==> src/rtl/ebi_pins_consts.vh <==
// Purpose: named constants for the external bus pin block
// Assumes: AXI4-Lite register window, 32-bit data
// Notes:   offsets are byte addresses
`ifndef EBI_PINS_CONSTS_VH
`define EBI_PINS_CONSTS_VH

`define EBI_OFS_CTRL   8'h00
`define EBI_OFS_CHCFG  8'h04
`define EBI_OFS_CMD    8'h08
`define EBI_OFS_ADDR   8'h0C
`define EBI_OFS_WDATA  8'h10
`define EBI_OFS_RDATA  8'h14
`define EBI_OFS_STAT   8'h18

`define EBI_CTRL_CLKEN 0
`define EBI_CTRL_WAIT  7:4
`define EBI_CTRL_RST   8'h20

`define EBI_CHCFG_RST  32'h0000_0000
`define EBI_CH_WIDTH   1:0
`define EBI_CH_LMODE   2
`define EBI_CH_EXTACK  3

`define EBI_CMD_CH     2:0
`define EBI_CMD_WR     3
`define EBI_CMD_MASK   7:4
`define EBI_CMD_GO     8

`define EBI_STAT_BUSY  0
`define EBI_STAT_DONE  1

`define EBI_W32        2'h0
`define EBI_W16        2'h1
`define EBI_W8         2'h2

`define EBI_RATIO_FULL 2'h0
`define EBI_RATIO_QTR  2'h3

`define EBI_RESP_OK    2'h0
`define EBI_RESP_ERR   2'h2

`define EBI_CS_ONE     8'h01
`define EBI_CS_NONE    8'hFF
`define EBI_LANE_NONE  4'hF

`endif

==> src/rtl/ebi_pins.v <==
// Purpose: external bus pin sequencer for rom, sram and i/o regions
// Assumes: mclk is the internal bus clock, reset synchronous active high
// Notes:   one external cycle at a time, launched from the register window
//
// Summary of operation
// - io clock at 1/1, 1/2, 1/3 or 1/4 of mclk, chosen by boot strap.
// - clearing the clock enable stops the io clock and holds it high.
// - active-low strobe latches the high address bits from the address pins.
// - eight active-low chip selects, one per external region.
// - active-low output enable drives during reads so the device returns data.
// - active-low write strobe pulses during write cycles.
// - byte-enable mode marks valid lanes on reads and writes.
// - byte-write-enable mode marks lanes only on writes, idle on reads.
// - a 16-bit region uses only the lower two lane signals.
// - an 8-bit region uses only the lowest lane signal.
// - lane n qualifies data bits 8n+7 down to 8n.
// - lane mode comes from a data-pin strap plus a per-channel select bit.
// - pulled-up ready pin paces cycles, driven by the block or the device.
`timescale 1ns/10ps
`include "ebi_pins_consts.vh"

module ebi_pins (
  input  wire        mclk,
  input  wire        reset,
  input  wire [7:0]  s_axi_awaddr,
  input  wire        s_axi_awvalid,
  output wire        s_axi_awready,
  input  wire [31:0] s_axi_wdata,
  input  wire [3:0]  s_axi_wstrb,
  input  wire        s_axi_wvalid,
  output wire        s_axi_wready,
  output reg  [1:0]  s_axi_bresp,
  output reg         s_axi_bvalid,
  input  wire        s_axi_bready,
  input  wire [7:0]  s_axi_araddr,
  input  wire        s_axi_arvalid,
  output wire        s_axi_arready,
  output reg  [31:0] s_axi_rdata,
  output reg  [1:0]  s_axi_rresp,
  output reg         s_axi_rvalid,
  input  wire        s_axi_rready,
  input  wire [1:0]  strap_clk_ratio,
  input  wire        strap_lane_mode,
  output wire        ext_io_clock,
  output reg  [15:0] addr_pin,
  output reg         high_addr_latch_n,
  output reg  [7:0]  chip_sel_n,
  output reg         out_en_n,
  output reg         wr_strobe_n,
  output reg  [3:0]  byte_lane_en_n,
  input  wire [31:0] data_in,
  output reg  [31:0] data_out,
  output reg         data_oe,
  input  wire        ack_in,
  output wire        ack_out,
  output reg         ack_oe
);

  localparam [2:0] ST_IDLE  = 3'h0;
  localparam [2:0] ST_LATCH = 3'h1;
  localparam [2:0] ST_SETUP = 3'h2;
  localparam [2:0] ST_STRB  = 3'h3;
  localparam [2:0] ST_HOLD  = 3'h4;

  // merge a bus write into a register under its byte strobes
  function [31:0] wmerge;
    input [31:0] old_v;
    input [31:0] new_v;
    input [3:0]  strb;
    integer k;
    begin
      wmerge = old_v;
      for (k = 0; k < 4; k = k + 1) begin
        if (strb[k]) begin
          wmerge[8*k +: 8] = new_v[8*k +: 8];
        end
      end
    end
  endfunction

  // active lanes for a region width; lane n carries bits 8n+7..8n
  function [3:0] lane_fit;
    input [1:0] width;
    input [3:0] mask;
    begin
      case (width)
        `EBI_W16: lane_fit = {2'h0, mask[1:0]};
        `EBI_W8:  lane_fit = {3'h0, mask[0]};
        default:  lane_fit = mask;
      endcase
    end
  endfunction

  // pin synchronisers; left out of reset so straps settle during reset
  reg [2:0]  strap_s1_r;
  reg [2:0]  strap_s2_r;
  reg        ack_s1_r;
  reg        ack_s2_r;
  reg [31:0] din_s1_r;
  reg [31:0] din_s2_r;

  always @(posedge mclk) begin
    strap_s1_r <= {strap_lane_mode, strap_clk_ratio};
    strap_s2_r <= strap_s1_r;
    ack_s1_r   <= ack_in;
    ack_s2_r   <= ack_s1_r;
    din_s1_r   <= data_in;
    din_s2_r   <= din_s1_r;
  end

  reg        boot_r;
  reg [1:0]  ratio_r;
  reg [7:0]  ctrl_r;
  reg [31:0] chcfg_r;
  reg [8:0]  cmd_r;
  reg [31:0] addr_r;
  reg [31:0] wdat_r;
  reg [31:0] rdat_r;
  reg        busy_r;
  reg        done_r;
  reg [2:0]  state_r;
  reg [3:0]  wait_r;
  reg        ack_drv_r;

  // io clock divider; one tick per io clock period
  reg  [1:0] div_r;
  reg        clk_hi_r;
  wire       tick    = (div_r == ratio_r);
  wire [1:0] div_nxt = tick ? 2'h0 : div_r + 2'h1;
  wire       clk_en  = ctrl_r[`EBI_CTRL_CLKEN];

  always @(posedge mclk) begin
    if (reset) begin
      div_r    <= 2'h0;
      clk_hi_r <= 1'b1;
    end else begin
      div_r    <= div_nxt;
      // quarter rate keeps a half duty; third rate is high one mclk in three
      clk_hi_r <= (ratio_r == `EBI_RATIO_QTR) ? ~div_nxt[1] : (div_nxt == 2'h0);
    end
  end

  // full rate passes mclk straight through, a flop cannot toggle that fast
  assign ext_io_clock = ~clk_en ? 1'b1 :
                        (ratio_r == `EBI_RATIO_FULL) ? mclk : clk_hi_r;

  // ready pin is open-drain style: only ever pulled low by the block
  assign ack_out = 1'b0;

  // axi4-lite slave
  reg        aw_hold_r;
  reg        w_hold_r;
  reg [7:0]  awaddr_r;
  reg [31:0] wbus_r;
  reg [3:0]  wstrb_r;

  assign s_axi_awready = ~aw_hold_r & ~s_axi_bvalid;
  assign s_axi_wready  = ~w_hold_r & ~s_axi_bvalid;
  assign s_axi_arready = ~s_axi_rvalid;

  wire       do_wr  = aw_hold_r & w_hold_r & ~s_axi_bvalid;
  wire [3:0] ch_cfg = chcfg_r[{cmd_r[`EBI_CMD_CH], 2'h0} +: 4];
  wire       cmd_wr = cmd_r[`EBI_CMD_WR];
  wire [3:0] lanes  = ~lane_fit(ch_cfg[`EBI_CH_WIDTH], cmd_r[`EBI_CMD_MASK]);
  wire       bwe    = ch_cfg[`EBI_CH_LMODE];

  // ready seen: counted wait for internal pacing, pin low for external
  wire ready = ch_cfg[`EBI_CH_EXTACK] ? ~ack_s2_r : ack_drv_r;

  always @(posedge mclk) begin
    if (reset) begin
      aw_hold_r    <= 1'b0;
      w_hold_r     <= 1'b0;
      awaddr_r     <= 8'h00;
      wbus_r       <= 32'h0000_0000;
      wstrb_r      <= 4'h0;
      s_axi_bvalid <= 1'b0;
      s_axi_bresp  <= `EBI_RESP_OK;
      s_axi_rvalid <= 1'b0;
      s_axi_rresp  <= `EBI_RESP_OK;
      s_axi_rdata  <= 32'h0000_0000;
    end else begin
      if (s_axi_awvalid && s_axi_awready) begin
        aw_hold_r <= 1'b1;
        awaddr_r  <= s_axi_awaddr;
      end
      if (s_axi_wvalid && s_axi_wready) begin
        w_hold_r <= 1'b1;
        wbus_r   <= s_axi_wdata;
        wstrb_r  <= s_axi_wstrb;
      end
      if (do_wr) begin
        aw_hold_r    <= 1'b0;
        w_hold_r     <= 1'b0;
        s_axi_bvalid <= 1'b1;
        case (awaddr_r)
          `EBI_OFS_CTRL, `EBI_OFS_CHCFG, `EBI_OFS_CMD, `EBI_OFS_ADDR,
          `EBI_OFS_WDATA, `EBI_OFS_RDATA, `EBI_OFS_STAT: begin
            s_axi_bresp <= `EBI_RESP_OK;
          end
          default: begin
            s_axi_bresp <= `EBI_RESP_ERR;
          end
        endcase
      end else if (s_axi_bvalid && s_axi_bready) begin
        s_axi_bvalid <= 1'b0;
      end
      if (s_axi_arvalid && s_axi_arready) begin
        s_axi_rvalid <= 1'b1;
        s_axi_rresp  <= `EBI_RESP_OK;
        case (s_axi_araddr)
          `EBI_OFS_CTRL:  s_axi_rdata <= {24'h00_0000, ctrl_r};
          `EBI_OFS_CHCFG: s_axi_rdata <= chcfg_r;
          `EBI_OFS_CMD:   s_axi_rdata <= {23'h00_0000, cmd_r};
          `EBI_OFS_ADDR:  s_axi_rdata <= addr_r;
          `EBI_OFS_WDATA: s_axi_rdata <= wdat_r;
          `EBI_OFS_RDATA: s_axi_rdata <= rdat_r;
          `EBI_OFS_STAT:  s_axi_rdata <= {25'h000_0000, strap_s2_r[2], ratio_r,
                                         2'h0, done_r, busy_r};
          default: begin
            s_axi_rdata <= 32'h0000_0000;
            s_axi_rresp <= `EBI_RESP_ERR;
          end
        endcase
      end else if (s_axi_rvalid && s_axi_rready) begin
        s_axi_rvalid <= 1'b0;
      end
    end
  end

  wire wr_hit = do_wr & ~busy_r;
  wire go     = wr_hit & (awaddr_r == `EBI_OFS_CMD) & wstrb_r[1] & wbus_r[`EBI_CMD_GO];
  wire fin    = (state_r == ST_HOLD) & tick;

  // merged words for the narrow registers, cut back to register width below
  wire [31:0] ctrl_m = wmerge({24'h00_0000, ctrl_r}, wbus_r, wstrb_r);
  wire [31:0] cmd_m  = wmerge({23'h00_0000, cmd_r}, wbus_r, wstrb_r);

  // register file and external cycle sequencer
  always @(posedge mclk) begin
    if (reset) begin
      boot_r            <= 1'b0;
      ratio_r           <= `EBI_RATIO_FULL;
      ctrl_r            <= `EBI_CTRL_RST;
      chcfg_r           <= `EBI_CHCFG_RST;
      cmd_r             <= 9'h000;
      addr_r            <= 32'h0000_0000;
      wdat_r            <= 32'h0000_0000;
      rdat_r            <= 32'h0000_0000;
      busy_r            <= 1'b0;
      done_r            <= 1'b0;
      state_r           <= ST_IDLE;
      wait_r            <= 4'h0;
      ack_drv_r         <= 1'b0;
      ack_oe            <= 1'b0;
      addr_pin          <= 16'h0000;
      high_addr_latch_n <= 1'b1;
      chip_sel_n        <= `EBI_CS_NONE;
      out_en_n          <= 1'b1;
      wr_strobe_n       <= 1'b1;
      byte_lane_en_n    <= `EBI_LANE_NONE;
      data_out          <= 32'h0000_0000;
      data_oe           <= 1'b0;
    end else begin
      // straps caught on the first edge after reset release
      if (!boot_r) begin
        boot_r  <= 1'b1;
        ratio_r <= strap_s2_r[1:0];
        chcfg_r <= {8{1'b0, strap_s2_r[2], 2'h0}};
      end
      // setup writes refused while a cycle is under way
      if (wr_hit) begin
        case (awaddr_r)
          `EBI_OFS_CTRL:  ctrl_r  <= ctrl_m[7:0];
          `EBI_OFS_CHCFG: chcfg_r <= wmerge(chcfg_r, wbus_r, wstrb_r);
          `EBI_OFS_CMD:   cmd_r   <= cmd_m[8:0];
          `EBI_OFS_ADDR:  addr_r  <= wmerge(addr_r, wbus_r, wstrb_r);
          `EBI_OFS_WDATA: wdat_r  <= wmerge(wdat_r, wbus_r, wstrb_r);
          default: begin
          end
        endcase
      end
      // done is sticky; a new completion wins over the clear
      if (fin) begin
        done_r <= 1'b1;
      end else if (do_wr && awaddr_r == `EBI_OFS_STAT && wstrb_r[0] &&
                   wbus_r[`EBI_STAT_DONE]) begin
        done_r <= 1'b0;
      end
      case (state_r)
        ST_IDLE: begin
          if (go) begin
            busy_r  <= 1'b1;
            state_r <= ST_LATCH;
          end
        end
        ST_LATCH: begin
          if (tick) begin
            addr_pin          <= addr_r[31:16];
            high_addr_latch_n <= 1'b0;
            state_r           <= ST_SETUP;
          end
        end
        ST_SETUP: begin
          if (tick) begin
            high_addr_latch_n <= 1'b1;
            addr_pin          <= addr_r[15:0];
            chip_sel_n        <= ~(`EBI_CS_ONE << cmd_r[`EBI_CMD_CH]);
            data_out          <= wdat_r;
            data_oe           <= cmd_wr;
            wait_r            <= ctrl_r[`EBI_CTRL_WAIT];
            state_r           <= ST_STRB;
          end
        end
        ST_STRB: begin
          out_en_n       <= cmd_wr;
          wr_strobe_n    <= ~cmd_wr;
          byte_lane_en_n <= (bwe && !cmd_wr) ? `EBI_LANE_NONE : lanes;
          if (tick) begin
            if (ready) begin
              rdat_r    <= din_s2_r;
              ack_drv_r <= 1'b0;
              ack_oe    <= 1'b0;
              state_r   <= ST_HOLD;
            end else if (!ch_cfg[`EBI_CH_EXTACK]) begin
              if (wait_r == 4'h0) begin
                ack_drv_r <= 1'b1;
                ack_oe    <= 1'b1;
              end else begin
                wait_r <= wait_r - 4'h1;
              end
            end
          end
        end
        ST_HOLD: begin
          out_en_n       <= 1'b1;
          wr_strobe_n    <= 1'b1;
          byte_lane_en_n <= `EBI_LANE_NONE;
          if (tick) begin
            chip_sel_n <= `EBI_CS_NONE;
            data_oe    <= 1'b0;
            busy_r     <= 1'b0;
            state_r    <= ST_IDLE;
          end
        end
        default: begin
          state_r <= ST_IDLE;
        end
      endcase
    end
  end

endmodule

==> config.mk <==
export PLATFORM = sky130hd
export DESIGN_NAME = ebi_pins
export DESIGN_NICKNAME = d
export VERILOG_FILES = /design/src/rtl/ebi_pins.v
export VERILOG_INCLUDE_DIRS = /design/src /design/src/rtl
export SDC_FILE = /design/constraint.sdc
export NUM_CORES = 1
export LEC_CHECK = 0
export BUFFER_PORTS_ARGS = -buffer_cell sky130_fd_sc_hd__buf_2
export CAP_MARGIN = 20
export CORE_MARGIN = 1.5
export CORE_UTILIZATION = 40
export CTS_CLUSTER_SIZE = 14
export DETAILED_ROUTE_END_ITERATION = 8
export GPL_TIMING_DRIVEN = 0
export PLACE_DENSITY = 0.57
export SLEW_MARGIN = 20
export SYNTH_ARGS = -nofsm -noshare
export SYNTH_HDL_FRONTEND = slang
export SYNTH_SLANG_ARGS = --single-unit
==> constraint.sdc <==
create_clock -name mclk -period 5.63 [get_ports mclk]
set_clock_uncertainty 0.1 [all_clocks]
set_input_delay 0.8445 -clock mclk [delete_from_list [all_inputs] [get_ports mclk]]
set_output_delay 0.8445 -clock mclk [all_outputs]
set_load 0.02 [all_outputs]
==> flow_summary.yaml <==
worst_setup_path:
  endpoint_kind: "output port"
  crit_path_max_incr_delay_ns: 0.16
  cp_data_required_time_ns: 4.69
  crit_arrival_ns: 3.35
  path_cells: "clkbuf_16 > clkbuf_16 > nand2_1 > nand3_1 > buf_2"
  cp_slowest_cell: "buf_2"
  startpoint_type: "clock port"
  critPathMaxFanout: 2
  crit_path_frequent_cell: "clkbuf_16"
  critical_path_class: "clk2out"
  worstRegToRegCells: 7
logic_synthesis:
  synthDistinctLibCells: 65
  ys_ff_latch: 379
  syn-instance-count: 1545
  synth.avg_cell_area_um2: 9.27
  synth_area_leaders: "dfxtp_1 53%, mux2i_1 9.6%, nand2_1 7.2%, a21oi_1 4.6%, o21ai_0 3.4%"
  synth-edff-count: 0
  synth-seq-area-share_pct: 53.0
  synthArstFlopShare_pct: 0
  synth_top_area_share_pct: 53.0
  mappedNetlistArea_mm2: 0.0143
  synth_top_area_cell: "dfxtp_1"
  ys.flop_type: "dfxtp_1"
  yosys_warnings: 0
power_and_ir_drop:
  total_power_uw: 5920
  p_seq_share_pct: 47.5
  irDropWorstVdd_mv: 0.219
  comb_power_share_pct: 5.6
  intPower_uw: 4510
  leakage_uw: 0.00713
  pwr_density_cell_mw_per_mm2: 342
  switching_share_pct: 23.8
  p_sw_uw: 1410
  clock_power_share_pct: 46.9
sta:
  worst_pin_slew_ns: 1.04
  hold_viol: 0
  setup-violations-final: 0
  relSlewSlack_pct: 31.0
  finalMaxSlewViolations: 0
  rsz0062_at_grt: "no"
  tns_ns: 0
clock_network:
  postCtsSetupRepairBufs: 0
  clk_pin_slew_ns: 0.06
  cts_tree: "built"
  clk_latency_ns: 0.66
  ctsResizeCount: 0
  cts_hold_buf: 0
floorplan:
  core_area_mm2: 0.0354
  initial_core_util_pct: 40.4
  die_area_mm2: 0.0369
  die_w_um: 192
  ios: 203
  std_cell_rows: 69
  die_h_um: 192
cells_and_area:
  fin_util_pct: 48.9
  final_common_cell: "dfxtp_1"
  nets: 1890
  area_growth_pct: 21.0
  drive_gt1_share_pct: 16.7
  final_cell_mix: "379 x dfxtp_1, 274 x nand2_1, 202 x buf_2, 137 x mux2i_1, 133 x a21oi_1"
run_status:
  status: "complete, no violations"
global_route:
  met2_usage_pct: 40.1
  grt_first_pass_wirelength_um: 74700
  grt_max_degree: 14
  use_met1_pct: 39.2
  antenna_found_initial: 2
  grt_remaining_overflow: 0
  grt_pass1_vias: 11600
  grt_use_total_pct: 27.8
  busiest_layer: "met2"
  grt_use_met3_pct: 6.56
drt:
  routed_wl_um: 51500
  vias_per_cell: 5.53
  first_pass_iters: 7
  wl_per_cell_um: 22.5
  drtAntennaViolNets: 0
  num_vias: 12600
  drtIter0Drc: 1303
  drc: 0
hold_path:
  whs_path_depth: 1
  hold_path_class: "in2reg"
placed_design:
  routabilityCongestion: 0.960
  io_buffers: 198
  hpwlAfterDp_um: 39400
job:
  drv_cap: 0
[synthesized netlist by cell type (all sizes together) (6+ instances only)]
cell,number
nand3,52
a22oi,22
buf,13
mux2i,138
o221a,8
a222oi,10
nand4,7
nor4,6
a22o,23
nor3b,6
nand2,274
clkbuf,94
mux4,8
a221oi,6
o21ai,96
o211ai,9
a21oi,133
nor3,14
o221ai,16
inv,10
nor2,123
or3,18
dfxtp,379
and2,6
a32oi,6
[logic make-up after synthesis]
group | synth area share [%]
adder cells (fa/ha/maj) | 0.175
AND/OR/NAND/NOR | 16.8
multiplexers | 11.1
AO/OA/AOI/OAI | 15.3
buffers and inverters | 3.28
other | 0.0262
XOR/XNOR | 0.367
flip-flops | 53.0
[path summary, 6_finish.rpt]
path	start	endpoint	slack (ns)
worst max-delay path	mclk	ext_io_clock	1.33
worst min-delay path	strap_clk_ratio[0]	strap_s1_r[0]	0.19
worst max register to register	cmd_r[0]	byte_lane_en_n[1]	2.45
worst min register to register	din_s1_r[0]	din_s2_r[0]	0.21
[layer usage]
| layer | up-vias | wire, µm |
|---|---|---|
| met4 | 2 | 2110 |
| met3 | 108 | 5270 |
| met2 | 646 | 21200 |
| met1 | 5916 | 23000 |
| li1 | 5966 | - |
| met5 | - | 13 |
[cell type report]
class	instances	area [µm²]
clock buffer	68	1330
inverter	11	41.3
buffer	107	428
tap	461	577
antenna	2	5.00
timing repair buffer	198	991
clock inverter	9	86.3
sequential	379	7590
fill	3450	18100
multi-input combinational	1050	6280
[through the flow]
stage	setup WS, ns	instance area [µm²]	std cells	hold slack [ns]
6_report	1.33	17300	2285	0.188
5_1_grt	1.30	17300	2283	0.178
4_1_cts	1.32	17300	2283	0.171
3_5_place_dp	1.62	15900	2207	0.212
3_3_place_gp	1.62	15900	2206	0.211
2_1_floorplan	1.65	14300	1547	0.210
[power by group through the flow]
stage / sequential, µW / combinational [µW] / clock (µW)
2_1_floorplan: 2830 / 194 / 2.14
3_3_place_gp: 2860 / 321 / 2.14
3_5_place_dp: 2860 / 326 / 2.14
4_1_cts: 2810 / 328 / 2810
5_1_grt: 2810 / 362 / 2910
6_report: 2810 / 331 / 2780
[worst max-delay path, delay by kind of cell]
kind / cells / cell delay (ns)
and+or+nand+nor: 2 / 0.12
buffers and inverters: 3 / 0.41
[registers in the layout, summed over array words and instances (netlist names), 2 cells and up]
name / cells
addr_pin: 16
addr_r: 32
awaddr_r: 8
byte_lane_en_n: 4
chcfg_r: 32
chip_sel_n: 8
cmd_r: 9
ctrl_r: 8
data_out: 32
din_s1_r: 32
din_s2_r: 32
div_r: 2
ratio_r: 2
rdat_r: 32
s_axi_rdata: 32
state_r: 3
strap_s1_r: 3
strap_s2_r: 3
wait_r: 4
wbus_r: 32
wdat_r: 32
wstrb_r: 4
Note: power is estimated with default switching activity, not from simulation.
